===== src/hdl/nbs_pkg.sv =====
// Constants and types shared by the nine-bit serial port and its rate generator.
// Assumes one 100 MHz clock and a 32-bit classic Wishbone register bus.
//
// How it works
// RQ1: Frame is start, nine data LSB-first, stop.
// RQ2: Fixed nine-bit rate is clock/64 or clock/32.
// RQ3: Transmitted ninth bit comes from control field.
// RQ4: Buffer write starts a frame, LSB first.
// RQ5: Transmit flag sets at stop bit start.
// RQ6: Enabled receiver starts on start-bit falling edge.
// RQ7: Receive flag sets at middle of stop.
// RQ8: Low byte to buffer, ninth to status.
// RQ9: Source select: timer overflow or reload generator.
// RQ10: Rate-double doubles the selected variable source.
// RQ11: Generator rate is clock/(64*(1024-reload)), doubled.
// RQ12: Timer rate is overflows/(32*(256-reload)), doubled.
// RQ13: Software keeps timer reload at most 0xFB.
// RQ14: Clock must exceed four times overflow rate.
// RQ15: Multiprocessor mode flags only ninth-bit-one frames.
// RQ16: Master sends address ninth=1, data ninth=0.
// RQ17: Matching slave clears multiprocessor enable bit.
// RQ18: Port disabled halts clocks, blocks register access.
// RQ19: Software sets port enable before other setup.
// RQ20: Done flags stay set until software clears.
// RQ21: Pin select chooses first or second pin pair.
// RQ22: Software keeps receive pin out of open-drain.
// RQ23: Shift-register mode runs at clock/12.
// RQ24: Done flags readable by polling without interrupts.
// RQ25: Transmit pin is only ever pulled low.
// RQ26: Mode field: shift, var8, fixed9, var9.

package nbs_pkg;

  // -------------------------------------------------------------------
  // Register indices (byte address is four times the index).
  // -------------------------------------------------------------------
  localparam logic [7:0] NBS_IDX_PWR  = 8'h87;
  localparam logic [7:0] NBS_IDX_CTRL = 8'h98;
  localparam logic [7:0] NBS_IDX_BUF  = 8'h99;
  localparam logic [7:0] NBS_IDX_IEN  = 8'hA8;
  localparam logic [7:0] NBS_IDX_RELL = 8'hAA;
  localparam logic [7:0] NBS_IDX_RELH = 8'hBA;
  localparam logic [7:0] NBS_IDX_CTL2 = 8'hD8;
  localparam logic [7:0] NBS_IDX_OD   = 8'hE4;

  // -------------------------------------------------------------------
  // Field positions.
  // -------------------------------------------------------------------
  localparam int NBS_B_MODE_HI = 7;
  localparam int NBS_B_MODE_LO = 6;
  localparam int NBS_B_MPE     = 5;
  localparam int NBS_B_PEN     = 4;
  localparam int NBS_B_TB8     = 3;
  localparam int NBS_B_RB8     = 2;
  localparam int NBS_B_TI      = 1;
  localparam int NBS_B_RI      = 0;
  localparam int NBS_B_RATE_DOUBLE    = 7;
  localparam int NBS_B_SRC     = 7;
  localparam int NBS_B_PINSEL  = 0;
  localparam int NBS_B_IE_G    = 7;
  localparam int NBS_B_IE_RX   = 5;
  localparam int NBS_B_IE_TX   = 4;

  // -------------------------------------------------------------------
  // Reset values and cycle counts.
  // -------------------------------------------------------------------
  localparam logic [7:0] NBS_RST_BYTE   = 8'h00;
  localparam logic [9:0] NBS_RST_REL    = 10'h000;
  localparam int         NBS_OVERSAMPLE = 16;
  localparam int         NBS_FIX_DIV    = 64;
  localparam int         NBS_SHIFT_DIV  = 12;
  localparam logic [3:0] NBS_TICK_LAST  = 4'(NBS_OVERSAMPLE - 1);
  localparam logic [3:0] NBS_TICK_MID   = 4'(NBS_OVERSAMPLE / 2 - 1);
  localparam logic [3:0] NBS_PRE_SLOW   = 4'(NBS_FIX_DIV / NBS_OVERSAMPLE - 1);
  localparam logic [3:0] NBS_PRE_FAST   = 4'(NBS_FIX_DIV / NBS_OVERSAMPLE / 2 - 1);
  localparam logic [3:0] NBS_PRE_SHIFT  = 4'(NBS_SHIFT_DIV - 1);
  localparam logic [9:0] NBS_REL_TOP    = 10'h3FF;

  // -------------------------------------------------------------------
  // Types.
  // -------------------------------------------------------------------
  typedef enum logic [1:0] {NBS_SHIFT, NBS_VAR8, NBS_FIX9, NBS_VAR9} nbs_mode_e;

  // Rate generator configuration.
  typedef struct packed {
    logic      run;
    nbs_mode_e mode;
    logic      rate_double;
    logic      src;
    logic [9:0] reload;
  } nbs_rate_cfg_s;

endpackage


===== src/hdl/nbs_rate_gen.sv =====
// Bit-rate tick generator of the nine-bit serial port.
// Assumes a timer overflow pulse on the same clock, one cycle wide.

`timescale 1ns/10ps
`default_nettype none

module nbs_rate_gen (
  input  wire logic              clk_i,
  input  wire logic              rst_i,
  input  wire nbs_pkg::nbs_rate_cfg_s cfg_i,
  input  wire logic              timer_ovf_i,
  output logic                   tick_o
);
  import nbs_pkg::*;

  // -------------------------------------------------------------------
  // State.
  // -------------------------------------------------------------------
  typedef struct packed {
    logic [3:0] pre;   // Clock prescaler.
    logic [9:0] div;   // Reload divider count.
    logic       half;  // Overflow halving toggle.
    logic       tick;  // Sixteenth-of-bit tick (one per bit in shift mode).
  } nbs_rg_s;

  nbs_rg_s s;
  nbs_rg_s next_s;

  // Prescale limit for sixteen ticks per bit at clock/64 or clock/32.
  function automatic logic [3:0] pre_lim(input logic rate_double);
    return rate_double ? NBS_PRE_FAST : NBS_PRE_SLOW;
  endfunction

  // -------------------------------------------------------------------
  // Next state.
  // -------------------------------------------------------------------
  always_comb begin
    next_s      = s;
    next_s.tick = 1'b0;
    if (!cfg_i.run) begin
      // Clock gating: nothing counts while the port is off.
      next_s.pre  = '0; // RQ18
      next_s.div  = cfg_i.reload;
      next_s.half = 1'b0;
    end else begin
      // Outside the reload source the divider waits at the reload value, so
      // the first tick after a switch is not a whole ten-bit wrap late.
      if (!(cfg_i.src && cfg_i.mode inside {NBS_VAR8, NBS_VAR9})) begin
        next_s.div = cfg_i.reload;
      end
      unique case (cfg_i.mode)
        NBS_SHIFT: begin
          // One tick is one whole bit here.
          if (s.pre == NBS_PRE_SHIFT) begin // RQ23
            next_s.pre  = '0;
            next_s.tick = 1'b1;
          end else begin
            next_s.pre = s.pre + 4'h1;
          end
        end
        NBS_FIX9: begin
          if (s.pre >= pre_lim(cfg_i.rate_double)) begin // RQ2
            next_s.pre  = '0;
            next_s.tick = 1'b1;
          end else begin
            next_s.pre = s.pre + 4'h1;
          end
        end
        NBS_VAR8, NBS_VAR9: begin
          if (cfg_i.src) begin // RQ9
            // Divider walks reload..top, so its period is 1024-reload steps.
            if (s.pre >= pre_lim(cfg_i.rate_double)) begin // RQ10 RQ11
              next_s.pre = '0;
              if (s.div == NBS_REL_TOP) begin
                next_s.div  = cfg_i.reload;
                next_s.tick = 1'b1;
              end else begin
                next_s.div = s.div + 10'h001;
              end
            end else begin
              next_s.pre = s.pre + 4'h1;
            end
          end else if (timer_ovf_i) begin
            // Two overflows per tick, or one when doubled.
            next_s.tick = cfg_i.rate_double | s.half; // RQ12
            next_s.half = ~s.half & ~cfg_i.rate_double;
          end
        end
      endcase
    end
  end

  // -------------------------------------------------------------------
  // State register.
  // -------------------------------------------------------------------
  always_ff @(posedge clk_i) begin
    if (rst_i) begin
      s <= '0;
    end else begin
      s <= next_s;
    end
  end

  assign tick_o = s.tick;

endmodule

`default_nettype wire


===== src/hdl/nbs_serial_port.sv =====
// Nine-bit asynchronous serial port with Wishbone register access.
// Assumes a classic Wishbone master, raw serial input pins from outside
// the clock domain, and an external port latch that keeps the transmit
// pin high except where this block pulls it low.
//
// Implementation choice: the Wishbone slave port.

`timescale 1ns/10ps
`default_nettype none

module nbs_serial_port (
  input  wire logic        clk_i,
  input  wire logic        rst_i,
  input  wire logic        wb_cyc_i,
  input  wire logic        wb_stb_i,
  input  wire logic        wb_we_i,
  input  wire logic [9:2]  wb_adr_i,
  input  wire logic [3:0]  wb_sel_i,
  input  wire logic [31:0] wb_dat_i,
  output logic      [31:0] wb_dat_o,
  output logic             wb_ack_o,
  input  wire logic        timer_ovf_i,
  input  wire logic        serial_in_a_i,
  input  wire logic        serial_in_b_i,
  output logic             serial_out_a_low_o,
  output logic             serial_out_b_low_o,
  output logic      [3:0]  open_drain_sel_o,
  output logic             rx_irq_req_o,
  output logic             tx_irq_req_o
);
  import nbs_pkg::*;

  // -------------------------------------------------------------------
  // State.
  // -------------------------------------------------------------------
  typedef enum logic {NBS_RX_IDLE, NBS_RX_RUN} nbs_rx_e;

  typedef struct packed {
    logic       ack;      // Bus acknowledge.
    logic [7:0] rdat;     // Registered read data.
    nbs_mode_e  mode;     // Operating mode.
    logic       mpe;      // Multiprocessor enable.
    logic       pen;      // Port enable.
    logic       tb8;      // Ninth bit to send.
    logic       rb8;      // Ninth bit received.
    logic       ti;       // Transmit done flag.
    logic       ri;       // Receive done flag.
    logic       rate_double;     // Rate double.
    logic       src;      // Rate source select.
    logic       pinsel;   // Pin pair select.
    logic [9:0] rel;      // Reload value.
    logic       ie_g;     // Global interrupt enable.
    logic       ie_rx;    // Receive interrupt enable.
    logic       ie_tx;    // Transmit interrupt enable.
    logic [3:0] od;       // Open-drain selects.
    logic [7:0] rbuf;     // Received byte.
    logic       tx_busy;  // Frame in flight.
    logic [10:0] tx_sh;   // Transmit shifter, LSB on the line.
    logic [3:0] tx_bit;   // Index of bit on the line.
    logic [3:0] tx_tk;    // Ticks into the bit.
    nbs_rx_e    rx_st;    // Receiver state.
    logic [8:0] rx_sh;    // Receive shifter, fills from the top.
    logic [3:0] rx_bit;   // Index of bit being received.
    logic [3:0] rx_tk;    // Ticks into the bit.
    logic       sa1;      // Pin A synchroniser, first stage.
    logic       sa2;      // Pin A synchroniser, second stage.
    logic       sb1;      // Pin B synchroniser, first stage.
    logic       sb2;      // Pin B synchroniser, second stage.
    logic       rx_prev;  // Previous selected line level.
    logic       out_a_low; // Pull pin A low.
    logic       out_b_low; // Pull pin B low.
    logic       rx_req;   // Receive interrupt request.
    logic       tx_req;   // Transmit interrupt request.
  } nbs_state_s;

  nbs_state_s    s;
  nbs_state_s    next_s;
  nbs_rate_cfg_s rate_cfg;  // Rate generator setup.
  logic          tick;      // Rate tick.

  // Index of the last bit of a frame: the stop bit, or bit 7 in shift mode.
  function automatic logic [3:0] last_bit(input nbs_mode_e m);
    unique case (m)
      NBS_SHIFT: return 4'd7;
      NBS_VAR8:  return 4'd9;
      NBS_FIX9,
      NBS_VAR9:  return 4'd10; // RQ1
    endcase
  endfunction

  // -------------------------------------------------------------------
  // Rate generator.
  // -------------------------------------------------------------------
  assign rate_cfg = '{run: s.pen, mode: s.mode, rate_double: s.rate_double, src: s.src, reload: s.rel};

  nbs_rate_gen u_rate (
    .clk_i       (clk_i),
    .rst_i       (rst_i),
    .cfg_i       (rate_cfg),
    .timer_ovf_i (timer_ovf_i),
    .tick_o      (tick)
  );

  // -------------------------------------------------------------------
  // Next state: bus, registers, transmitter, receiver, pins.
  // -------------------------------------------------------------------
  always_comb begin
    logic       req;
    logic       wr;
    logic       blk;
    logic [7:0] d;
    logic [3:0] tpb;
    logic       line;
    logic       ninth;
    req   = 1'b0;
    wr    = 1'b0;
    blk   = 1'b0;
    d     = 8'h00;
    tpb   = 4'h0;
    line  = 1'b1;
    ninth = 1'b0;
    next_s = s;

    // Two-stage synchronisers on both receive pins.
    next_s.sa1 = serial_in_a_i;
    next_s.sa2 = s.sa1;
    next_s.sb1 = serial_in_b_i;
    next_s.sb2 = s.sb1;
    line = s.pinsel ? s.sb2 : s.sa2; // RQ21
    next_s.rx_prev = line;

    // Bus: answer one cycle after the request, then drop for a cycle.
    req        = wb_cyc_i & wb_stb_i & ~s.ack;
    wr         = req & wb_we_i & wb_sel_i[0];
    blk        = ~s.pen;
    d          = wb_dat_i[7:0];
    next_s.ack = req;

    // Reads: the gated registers answer zero while the port is off.
    next_s.rdat = NBS_RST_BYTE;
    if (req && !wb_we_i) begin
      unique case (wb_adr_i)
        NBS_IDX_CTRL: next_s.rdat = {s.mode, s.mpe, s.pen, s.tb8, s.rb8, s.ti, s.ri}; // RQ24
        NBS_IDX_BUF:  next_s.rdat = blk ? NBS_RST_BYTE : s.rbuf;
        NBS_IDX_PWR:  next_s.rdat = blk ? NBS_RST_BYTE : {s.rate_double, 7'h00};
        NBS_IDX_RELL: next_s.rdat = blk ? NBS_RST_BYTE : s.rel[7:0];
        NBS_IDX_RELH: next_s.rdat = blk ? NBS_RST_BYTE : {6'h00, s.rel[9:8]};
        NBS_IDX_CTL2: next_s.rdat = blk ? NBS_RST_BYTE : {s.src, 6'h00, s.pinsel};
        NBS_IDX_IEN:  next_s.rdat = {s.ie_g, 1'b0, s.ie_rx, s.ie_tx, 4'h0};
        NBS_IDX_OD:   next_s.rdat = {4'h0, s.od};
        default:      next_s.rdat = NBS_RST_BYTE;
      endcase
    end

    // Writes. While off, only the enable bit and the interrupt-enable and open-drain registers can be changed.
    if (wr) begin
      unique case (wb_adr_i)
        NBS_IDX_CTRL: begin
          next_s.pen = d[NBS_B_PEN];
          if (!blk) begin // RQ18
            next_s.mode = nbs_mode_e'({d[NBS_B_MODE_HI], d[NBS_B_MODE_LO]}); // RQ26
            next_s.mpe  = d[NBS_B_MPE];
            next_s.tb8  = d[NBS_B_TB8];
            next_s.rb8  = d[NBS_B_RB8];
            next_s.ti   = d[NBS_B_TI];
            next_s.ri   = d[NBS_B_RI];
          end
        end
        NBS_IDX_BUF: begin
          // A write while a frame is in flight is dropped.
          if (!blk && !s.tx_busy) begin // RQ4
            next_s.tx_busy = 1'b1;
            next_s.tx_bit  = 4'h0;
            next_s.tx_tk   = 4'h0;
            if (s.mode == NBS_SHIFT) begin
              next_s.tx_sh = {3'b111, d};
            end else if (s.mode == NBS_VAR8) begin
              next_s.tx_sh = {2'b11, d, 1'b0};
            end else begin
              next_s.tx_sh = {1'b1, s.tb8, d, 1'b0}; // RQ3
            end
          end
        end
        NBS_IDX_PWR:  if (!blk) next_s.rate_double = d[NBS_B_RATE_DOUBLE];
        NBS_IDX_RELL: if (!blk) next_s.rel[7:0] = d;
        NBS_IDX_RELH: if (!blk) next_s.rel[9:8] = d[1:0];
        NBS_IDX_CTL2: begin
          if (!blk) begin
            next_s.src    = d[NBS_B_SRC];
            next_s.pinsel = d[NBS_B_PINSEL];
          end
        end
        NBS_IDX_IEN: begin
          next_s.ie_g  = d[NBS_B_IE_G];
          next_s.ie_rx = d[NBS_B_IE_RX];
          next_s.ie_tx = d[NBS_B_IE_TX];
        end
        NBS_IDX_OD:   next_s.od = d[3:0];
        default: begin
        end
      endcase
    end

    // Ticks per bit: sixteen in the async modes, one in shift mode.
    tpb = (s.mode == NBS_SHIFT) ? 4'h0 : NBS_TICK_LAST;

    // Transmitter. Flag sets below come after the software write above,
    // so a set in the same cycle as a clear wins.
    if (s.tx_busy && tick) begin
      if (s.tx_tk == tpb) begin
        next_s.tx_tk = 4'h0;
        if (s.tx_bit == last_bit(s.mode)) begin
          next_s.tx_busy = 1'b0;
          if (s.mode == NBS_SHIFT) begin
            next_s.ti = 1'b1;
          end
        end else begin
          next_s.tx_bit = s.tx_bit + 4'h1;
          next_s.tx_sh  = {1'b1, s.tx_sh[10:1]}; // RQ1
          if (s.mode != NBS_SHIFT && s.tx_bit + 4'h1 == last_bit(s.mode)) begin
            next_s.ti = 1'b1; // RQ5 RQ20
          end
        end
      end else begin
        next_s.tx_tk = s.tx_tk + 4'h1;
      end
    end

    // Receiver. Shift-mode reception is not provided.
    unique case (s.rx_st)
      NBS_RX_IDLE: begin
        if (s.pen && s.mode != NBS_SHIFT && s.rx_prev && !line) begin // RQ6
          next_s.rx_st  = NBS_RX_RUN;
          next_s.rx_bit = 4'h0;
          next_s.rx_tk  = 4'h0;
        end
      end
      NBS_RX_RUN: begin
        if (tick) begin
          next_s.rx_tk = (s.rx_tk == NBS_TICK_LAST) ? 4'h0 : s.rx_tk + 4'h1;
          if (s.rx_tk == NBS_TICK_LAST) begin
            next_s.rx_bit = s.rx_bit + 4'h1;
          end
          if (s.rx_tk == NBS_TICK_MID) begin
            if (s.rx_bit == 4'h0) begin
              // A start bit that is high again at mid-bit was a glitch.
              if (line) begin
                next_s.rx_st = NBS_RX_IDLE;
              end
            end else if (s.rx_bit == last_bit(s.mode)) begin
              // Middle of the stop bit: hand over the frame.
              next_s.rx_st = NBS_RX_IDLE;
              if (s.mode == NBS_VAR8) begin
                ninth       = line;
                next_s.rbuf = s.rx_sh[8:1];
              end else begin
                ninth       = s.rx_sh[8];
                next_s.rbuf = s.rx_sh[7:0]; // RQ8
              end
              next_s.rb8 = ninth; // RQ8
              if (!(s.mpe && s.mode[1] && !ninth)) begin // RQ15
                next_s.ri = 1'b1; // RQ7 RQ20
              end
            end else begin
              next_s.rx_sh = {line, s.rx_sh[8:1]}; // RQ1
            end
          end
        end
      end
    endcase

    // Port off: clocks halted, frames abandoned.
    if (!s.pen) begin
      next_s.tx_busy = 1'b0; // RQ18
      next_s.rx_st   = NBS_RX_IDLE;
    end

    // Pins: the transmit pin is only ever pulled low.
    next_s.out_a_low = next_s.tx_busy & ~next_s.tx_sh[0] & ~next_s.pinsel; // RQ25 RQ21
    next_s.out_b_low = next_s.tx_busy & ~next_s.tx_sh[0] & next_s.pinsel;

    // Interrupt requests to the external controller.
    next_s.rx_req = next_s.ri & next_s.ie_rx & next_s.ie_g;
    next_s.tx_req = next_s.ti & next_s.ie_tx & next_s.ie_g;
  end

  // -------------------------------------------------------------------
  // State register.
  // -------------------------------------------------------------------
  always_ff @(posedge clk_i) begin
    if (rst_i) begin
      s         <= '0;
      s.rx_st   <= NBS_RX_IDLE;
      s.rel     <= NBS_RST_REL;
      s.rbuf    <= NBS_RST_BYTE;
      s.tx_sh   <= '1;
      s.sa1     <= 1'b1;
      s.sa2     <= 1'b1;
      s.sb1     <= 1'b1;
      s.sb2     <= 1'b1;
      s.rx_prev <= 1'b1;
    end else begin
      s <= next_s;
    end
  end

  // -------------------------------------------------------------------
  // Outputs, all straight from flip-flops.
  // -------------------------------------------------------------------
  assign wb_dat_o           = {24'h000000, s.rdat};
  assign wb_ack_o           = s.ack;
  assign serial_out_a_low_o = s.out_a_low;
  assign serial_out_b_low_o = s.out_b_low;
  assign open_drain_sel_o   = s.od;
  assign rx_irq_req_o       = s.rx_req;
  assign tx_irq_req_o       = s.tx_req;

endmodule

`default_nettype wire


===== config.mk =====
export PLATFORM = sky130hd
export DESIGN_NAME = nbs_serial_port
export DESIGN_NICKNAME = d
export VERILOG_FILES = /design/src/hdl/nbs_pkg.sv /design/src/hdl/nbs_rate_gen.sv /design/src/hdl/nbs_serial_port.sv
export SDC_FILE = /design/constraint.sdc
export NUM_CORES = 1
export LEC_CHECK = 0
export ABC_CLOCK_PERIOD_IN_PS = 2050
export BUFFER_PORTS_ARGS = -buffer_cell sky130_fd_sc_hd__buf_2
export CAP_MARGIN = 30
export CORE_MARGIN = 2
export CORE_UTILIZATION = 40
export CTS_BUF_LIST = sky130_fd_sc_hd__clkbuf_4 sky130_fd_sc_hd__clkbuf_8
export DETAILED_ROUTE_END_ITERATION = 7
export PLACE_DENSITY_LB_ADDON = 0.3
export SETUP_SLACK_MARGIN = 0.2
export SYNTH_ARGS = -nofsm -noshare
export SYNTH_HDL_FRONTEND = slang
export SYNTH_HIERARCHICAL = 1
export SYNTH_SLANG_ARGS = --single-unit
export TNS_END_PERCENT = 10

===== constraint.sdc =====
create_clock -name clk_i -period 2.05 [get_ports clk_i]
set_clock_uncertainty 0.15 [all_clocks]
set_input_delay 0.41 -clock clk_i [delete_from_list [all_inputs] [get_ports clk_i]]
set_output_delay 0.41 -clock clk_i [all_outputs]
set_load 0.02 [all_outputs]

# Yosys cells after proc, flatten, opt, wreduce, memory -nomap -nowiden
# Index checks and enable logic that the tools add are counted.
[word_totals]
reg_bits = 108
inputBits = 52
output_inout_bits = 41
word_cells = 228
[op_classes]
n_addsub = 6
magnitude_cmp = 1
n_eq_ne = 23
mux = 96
bitwise = 24
reduce_logical = 38
[ops]
columns = ["op", "count"]
rows = [
  ["2-to-1 mux 20 bit", 4],
  ["== test 8 bit, second input constant", 8],
  ["2-to-1 mux 4 bit", 16],
  ["2-to-1 mux 8 bit", 8],
  ["one-hot mux 8 bit (8 select lines)", 1],
  ["2-to-1 mux 10 bit", 6],
  ["2-to-1 mux 1 bit", 37],
  ["one-hot mux 4 bit (3 select lines)", 2],
  ["AND reduction 3 bit", 8],
  ["2-to-1 mux 23 bit", 1],
  ["2-to-1 mux 11 bit", 2],
  ["adder 4 x 1 -> 4 bit, second input constant", 5],
  ["2-to-1 mux 18 bit", 1],
  ["2-to-1 mux 9 bit", 2],
  ["== test 4 bit", 4],
  ["2-to-1 mux 16 bit", 1],
  ["one-hot mux 8 bit (2 select lines)", 1],
  ["2-to-1 mux 15 bit", 1],
  ["2-to-1 mux 14 bit", 1],
  ["2-to-1 mux 2 bit", 7],
  ["AND 1 bit", 12],
  ["inverter 1 bit", 11],
  ["adder 10 x 1 -> 10 bit, second input constant", 1],
  ["== test 10 bit, second input constant", 1],
  ["other kinds (19)", 47],
]

# Depth between registers and ports, before layout
[logic_depth]
word_depth = 23
depth_mapped = 9
depth_no_buf = 7

# By module
# Netlist, hierarchy kept.
[modules_own_cells]
columns = ["module", "instances", "cells_per_inst", "area_each_um2", "seq_area_each_um2"]
rows = [
  ["nbs_serial_port", 1, 536, 4657.0, 1841.8],
  ["nbs_rate_gen", 1, 132, 1099.8, 320.3],
]

# Worst setup path after synthesis
# No wires, ideal clock.
[synth_path]
kind = "register to register"
from = "register s, in the netlist rate_cfg[12]"
to = "register s[35] (netlist bit)"
setup_ns = 0.117
arrival_time_ns = 1.933
required_time_ns = 1.783
slack_ns = -0.150
stages_incl_launch_ff = 7
n_path_buf = 1
synth_period_minus_slack_ns = 2.200
cell_sequence = "dfxtp_1 clkbuf_1 or2_2 o22ai_2 nor4b_4 mux2_4 nand2b_1"
[synth_between]
elab_chain_len = 9
elab_cells_between_ends = 18
classes_between = "eq/ne: 5; mux: 11; reduce/logical: 2"
[synth_rtl]
columns = ["element", "line_no", "text"]
rows = [
  ["start, declared", "nbs_serial_port.sv:76", "nbs_state_s s;"],
  ["start signal, assigned", "nbs_serial_port.sv:303", "s <= next_s;"],
  ["== test 2 bit", "nbs_serial_port.sv:83", "unique case (m)"],
  ["OR reduction 2 bit", "nbs_serial_port.sv:83", ""],
  ["one-hot mux 4 bit (3 select lines)", "nbs_serial_port.sv:83", ""],
  ["2-to-1 mux 4 bit", "nbs_serial_port.sv:210", "if (s.tx_tk == tpb) begin"],
  ["2-to-1 mux 4 bit", "nbs_serial_port.sv:209", "if (s.tx_busy && tick) begin"],
  ["== test 4 bit", "nbs_serial_port.sv:212", "if (s.tx_bit == last_bit(s.mode)) begin"],
  ["2-to-1 mux 15 bit", "nbs_serial_port.sv:212", ""],
  ["2-to-1 mux 16 bit", "nbs_serial_port.sv:210", ""],
  ["2-to-1 mux 20 bit (*)", "nbs_serial_port.sv:209", ""],
]
# Every way passes the cells marked *; elsewhere a longest branch is shown, timed or not. The select of a mux whose other input is x is not followed.
# A chain may end at the register's enable or synchronous reset.

# Worst setup path after layout
[layout_path]
from = "register s[27] (netlist bit)"
to = "register s[35] (netlist bit)"
[layout_between]
elab_chain_len = 3
[layout_rtl]
columns = ["element", "line_no"]
rows = [
  ["== test 4 bit", "nbs_serial_port.sv:210"],
  ["2-to-1 mux 16 bit", "nbs_serial_port.sv:210"],
  ["2-to-1 mux 20 bit", "nbs_serial_port.sv:209"],
]
# Every way passes these cells.

==> impl_metrics.csv <==
group,metric,value,unit
cells_and_area,syn2layout_area_growth,21.9,%
die,pin_count,93,
clock_network,cts.sinks,108,
yosys,synth_top_area_share,0.376,
setup_path,worstPathArrival,2.28,ns
clock_network,h-tree-depth,3,
power,peakVddDrop,0.316,mV
setup_path,crit_chain,"or4_4 > o22ai_4 > nor4b_4 > mux2_4 > nand2b_4",
global_route,grt_util_met2,0.354,
setup_path,path_buf_inv,0,
power,p_leak,2.66,nW
setup_path,cp.depth,5,
drt,wirelength,15.8,mm
yosys,ys.flop_type,"dfxtp_1",
global_route,grt_pass1_wl,24.8,mm
setup_path,rrSetupSlack,-0.09,ns
sta,rsz0062_at_grt,"yes",
yosys,synth_area_leader_cell,"dfxtp_1",
setup_path,cp_data_required_time,2.19,ns
place,dp_hpwl,11.5,mm
clock_network,clkLatencyLatePin,0.40,ns
yosys,synth-edff-count,0,
sta,fmax,0.468,GHz
sta,holdWs,0.0507,ns
status,status,"finished, violations left",
yosys,synthArstFlopShare,0,
die,die_y,124,microns
sta,setup_slack,-0.0869,ns
die,start_util,0.412,
place,gp_congestion,0.918,
cells_and_area,fin_area,7020,sq um
place,pre_cts_ws,-0.190,ns
place,port_buffers,41,
setup_path,reg2reg_depth,5,
drt,viasPerCell,5.59,
setup_path,cp-end-kind,"register",
global_route,grt_overflow_total,0,
worst_hold_path,hold_start,"serial_in_a_i",
setup_path,path_delay_family,"simple AND/OR/NAND/NOR gates",
cells_and_area,fin_cells,945,
clock_network,clock-root-buffer,"clkbuf_8",
drt,first_pass_iters,5,
yosys,syn_area_per_cell,8.62,sq um
yosys,yosys_warnings,6,
sta,setup_viol,13,
clock_network,cts.path.max_buffers,2,
yosys,ys_seq_elements,108,
place,placed_area,6550,sq um
global_route,grt_max_degree,72,
drt,ant_nets,0,
yosys,synth_cell_type_count,75,
clock_network,cts_hold_buf,0,
drt,vias,5279,
sta,slew_viol_final,0,
global_route,antenna_found_initial,0,
drt,routedWlPerCell,16.7,microns
yosys,seq_area_frac_synth,0.376,
die,die_area,15400,sq um
worst_hold_path,worstHoldPathType,"in -> reg",
setup_path,critical-path-max-stage-delay,0.54,ns
cells_and_area,nets,820,
die,num_rows,43,
clock_network,cts_tree,"done",
global_route,use_met3,0.0316,
setup_path,cp-startpoint,"s[27]",
setup_path,reg2reg_to,"s[35]",
power,power.density,505,nW/um^2
setup_path,crit_end,"s[35]",
status,failed_checks,"setup timing",
sta,finalCritPeriodShare,1.04,
clock_network,cts.clk_slew.worst_paths,0.11,ns
cells_and_area,post-route-util,0.502,
cells_and_area,diodes,0,
global_route,grt_usage,0.207,
die,die_w,124,microns
yosys,netlist_instances,668,
global_route,grt_pass1_vias,5013,
setup_path,critical_path_class,"reg -> reg",
global_route,grt_util_met1,0.264,
cells_and_area,drive_gt1_frac,0.290,
global_route,busiest_layer,"met2",
sta,min_period,2.14,ns
sta,finalHoldViolCount,0,
clock_network,cts_buffers,9,
sta,slew_headroom,0.638,
drt,first_iter_violations,343,
run,drv_cap,0,
drt,drc_errors,0,
cells_and_area,fill_cells,1323,
place,post-place-cells,927,
die,core,14000,sq um
setup_path,slowest_stage,"or4_4",
yosys,synth.cell_area,5760,sq um
yosys,synthTopCellsByArea,"dfxtp_1, mux2i_1, buf_4, nor2_1, nand2_1",
sta,worst_pin_slew,0.542,ns
setup_path,critPathLaunchType,"register",
setup_path,cp_max_fo,4,
setup_path,regToRegStartpoint,"s[27]",
metrics by stage:
stage | setup TNS [ns] | total power, mW
finish | -0.755 | 3.55
CTS | -0.796 | 3.56
global placement | -1.68 | 2.34
detailed placement | -2.14 | 2.35
global route | -2.24 | 3.66
floorplan | -0.764 | 2.29
worst min path at each step:
stage	end	slack [ns]	cells past startpoint
6_report	next_s[7]	0.05	2
5_1_grt	next_s[7]	0.03	2
4_1_cts	next_s[7]	0.03	2
3_5_place_dp	s[7]	0.25	1
3_3_place_gp	s[7]	0.24	1
2_1_floorplan	s[5]	0.24	1
placed cells by master (no fill, tap or decap), types with 12 or more instances in the layout:
cell type,netlist,layout
a21oi_1,25,20
o21ai_0,18,17
nand3_1,31,29
buf_4,37,75
dfxtp_1,108,93
nor2b_1,12,12
buf_2,10,42
dfxtp_2,0,15
nand2_1,67,61
mux2i_1,52,49
a211oi_1,14,14
o211ai_1,12,12
conb_1,1,24
nor2_1,73,70
sequential cells by signal, summed over array words and instances, names as in the netlist:
register and count:
rate_cfg 15, next_s 2, u_rate/s 15, open_drain_sel_o 4, s 58, tx_irq_req_o 1
wb_dat_o 8, wb_ack_o 1, serial_out_b_low_o 1, u_rate/tick_o 1, serial_out_a_low_o 1, rx_irq_req_o 1
Yosys cell counts (12+ instances only):
cell type  number
a211oi_1       14
a21oi_1        25
buf_4          37
clkbuf_1       19
dfxtp_1       108
inv_1          13
mux2i_1        52
nand2_1        67
nand3_1        31
nor2_1         73
nor2b_1        12
nor3_1         18
o211ai_1       12
o21ai_0        18
report_power, final:
part	internal, mW	leakage [nW]	switching (mW)
sequential	2.10	0.879	0.00121
clock	0.449	0.0896	0.793
combinational	0.0600	1.70	0.142
total	2.61	2.66	0.937
final cells by class:
type | instances | area (sq um) | share of cell area
clock buffer | 9 | 124 | 0.0177
clock inverter | 7 | 52.6 | 0.00749
inverter | 13 | 48.8 | 0.00695
multi-input combinational | 501 | 3460 | 0.494
sequential | 108 | 2180 | 0.311
tap | 180 | 225 | 0.0321
timing repair buffer | 127 | 921 | 0.131
timing repair:
action                                  CTS  global route
buffers inserted                          1             0
endpoints found under the setup margin   52            67
cloned                                    1             0
pin swaps                                27            21
resized for setup                        46            27
endpoints found under the hold margin     0             0
worst reg2reg max path, stage by stage (launching register included):
cell and delay, ns:
dfxtp_2 0.34, or4_4 0.54, o22ai_4 0.17, nor4b_4 0.35, mux2_4 0.36, nand2b_4 0.14
cell families (layout without fill, tap and decap cells):
group,after synthesis,in the layout,synth area share
buffers and inverters,82,156,0.0811
other,1,24,0.000651
AO/OA/AOI/OAI,127,127,0.165
XOR/XNOR,4,4,0.00609
adder cells (fa/ha/maj),8,8,0.0174
flip-flops,108,108,0.376
AND/OR/NAND/NOR,284,284,0.259
multiplexers,54,54,0.0950
routing by layer:
metal,routed length [microns],share of wire
met3,609,0.039
met5,0,0
met2,7620,0.48
met4,359,0.023
met1,7170,0.46
Note: power is estimated with default switching activity, not from simulation.
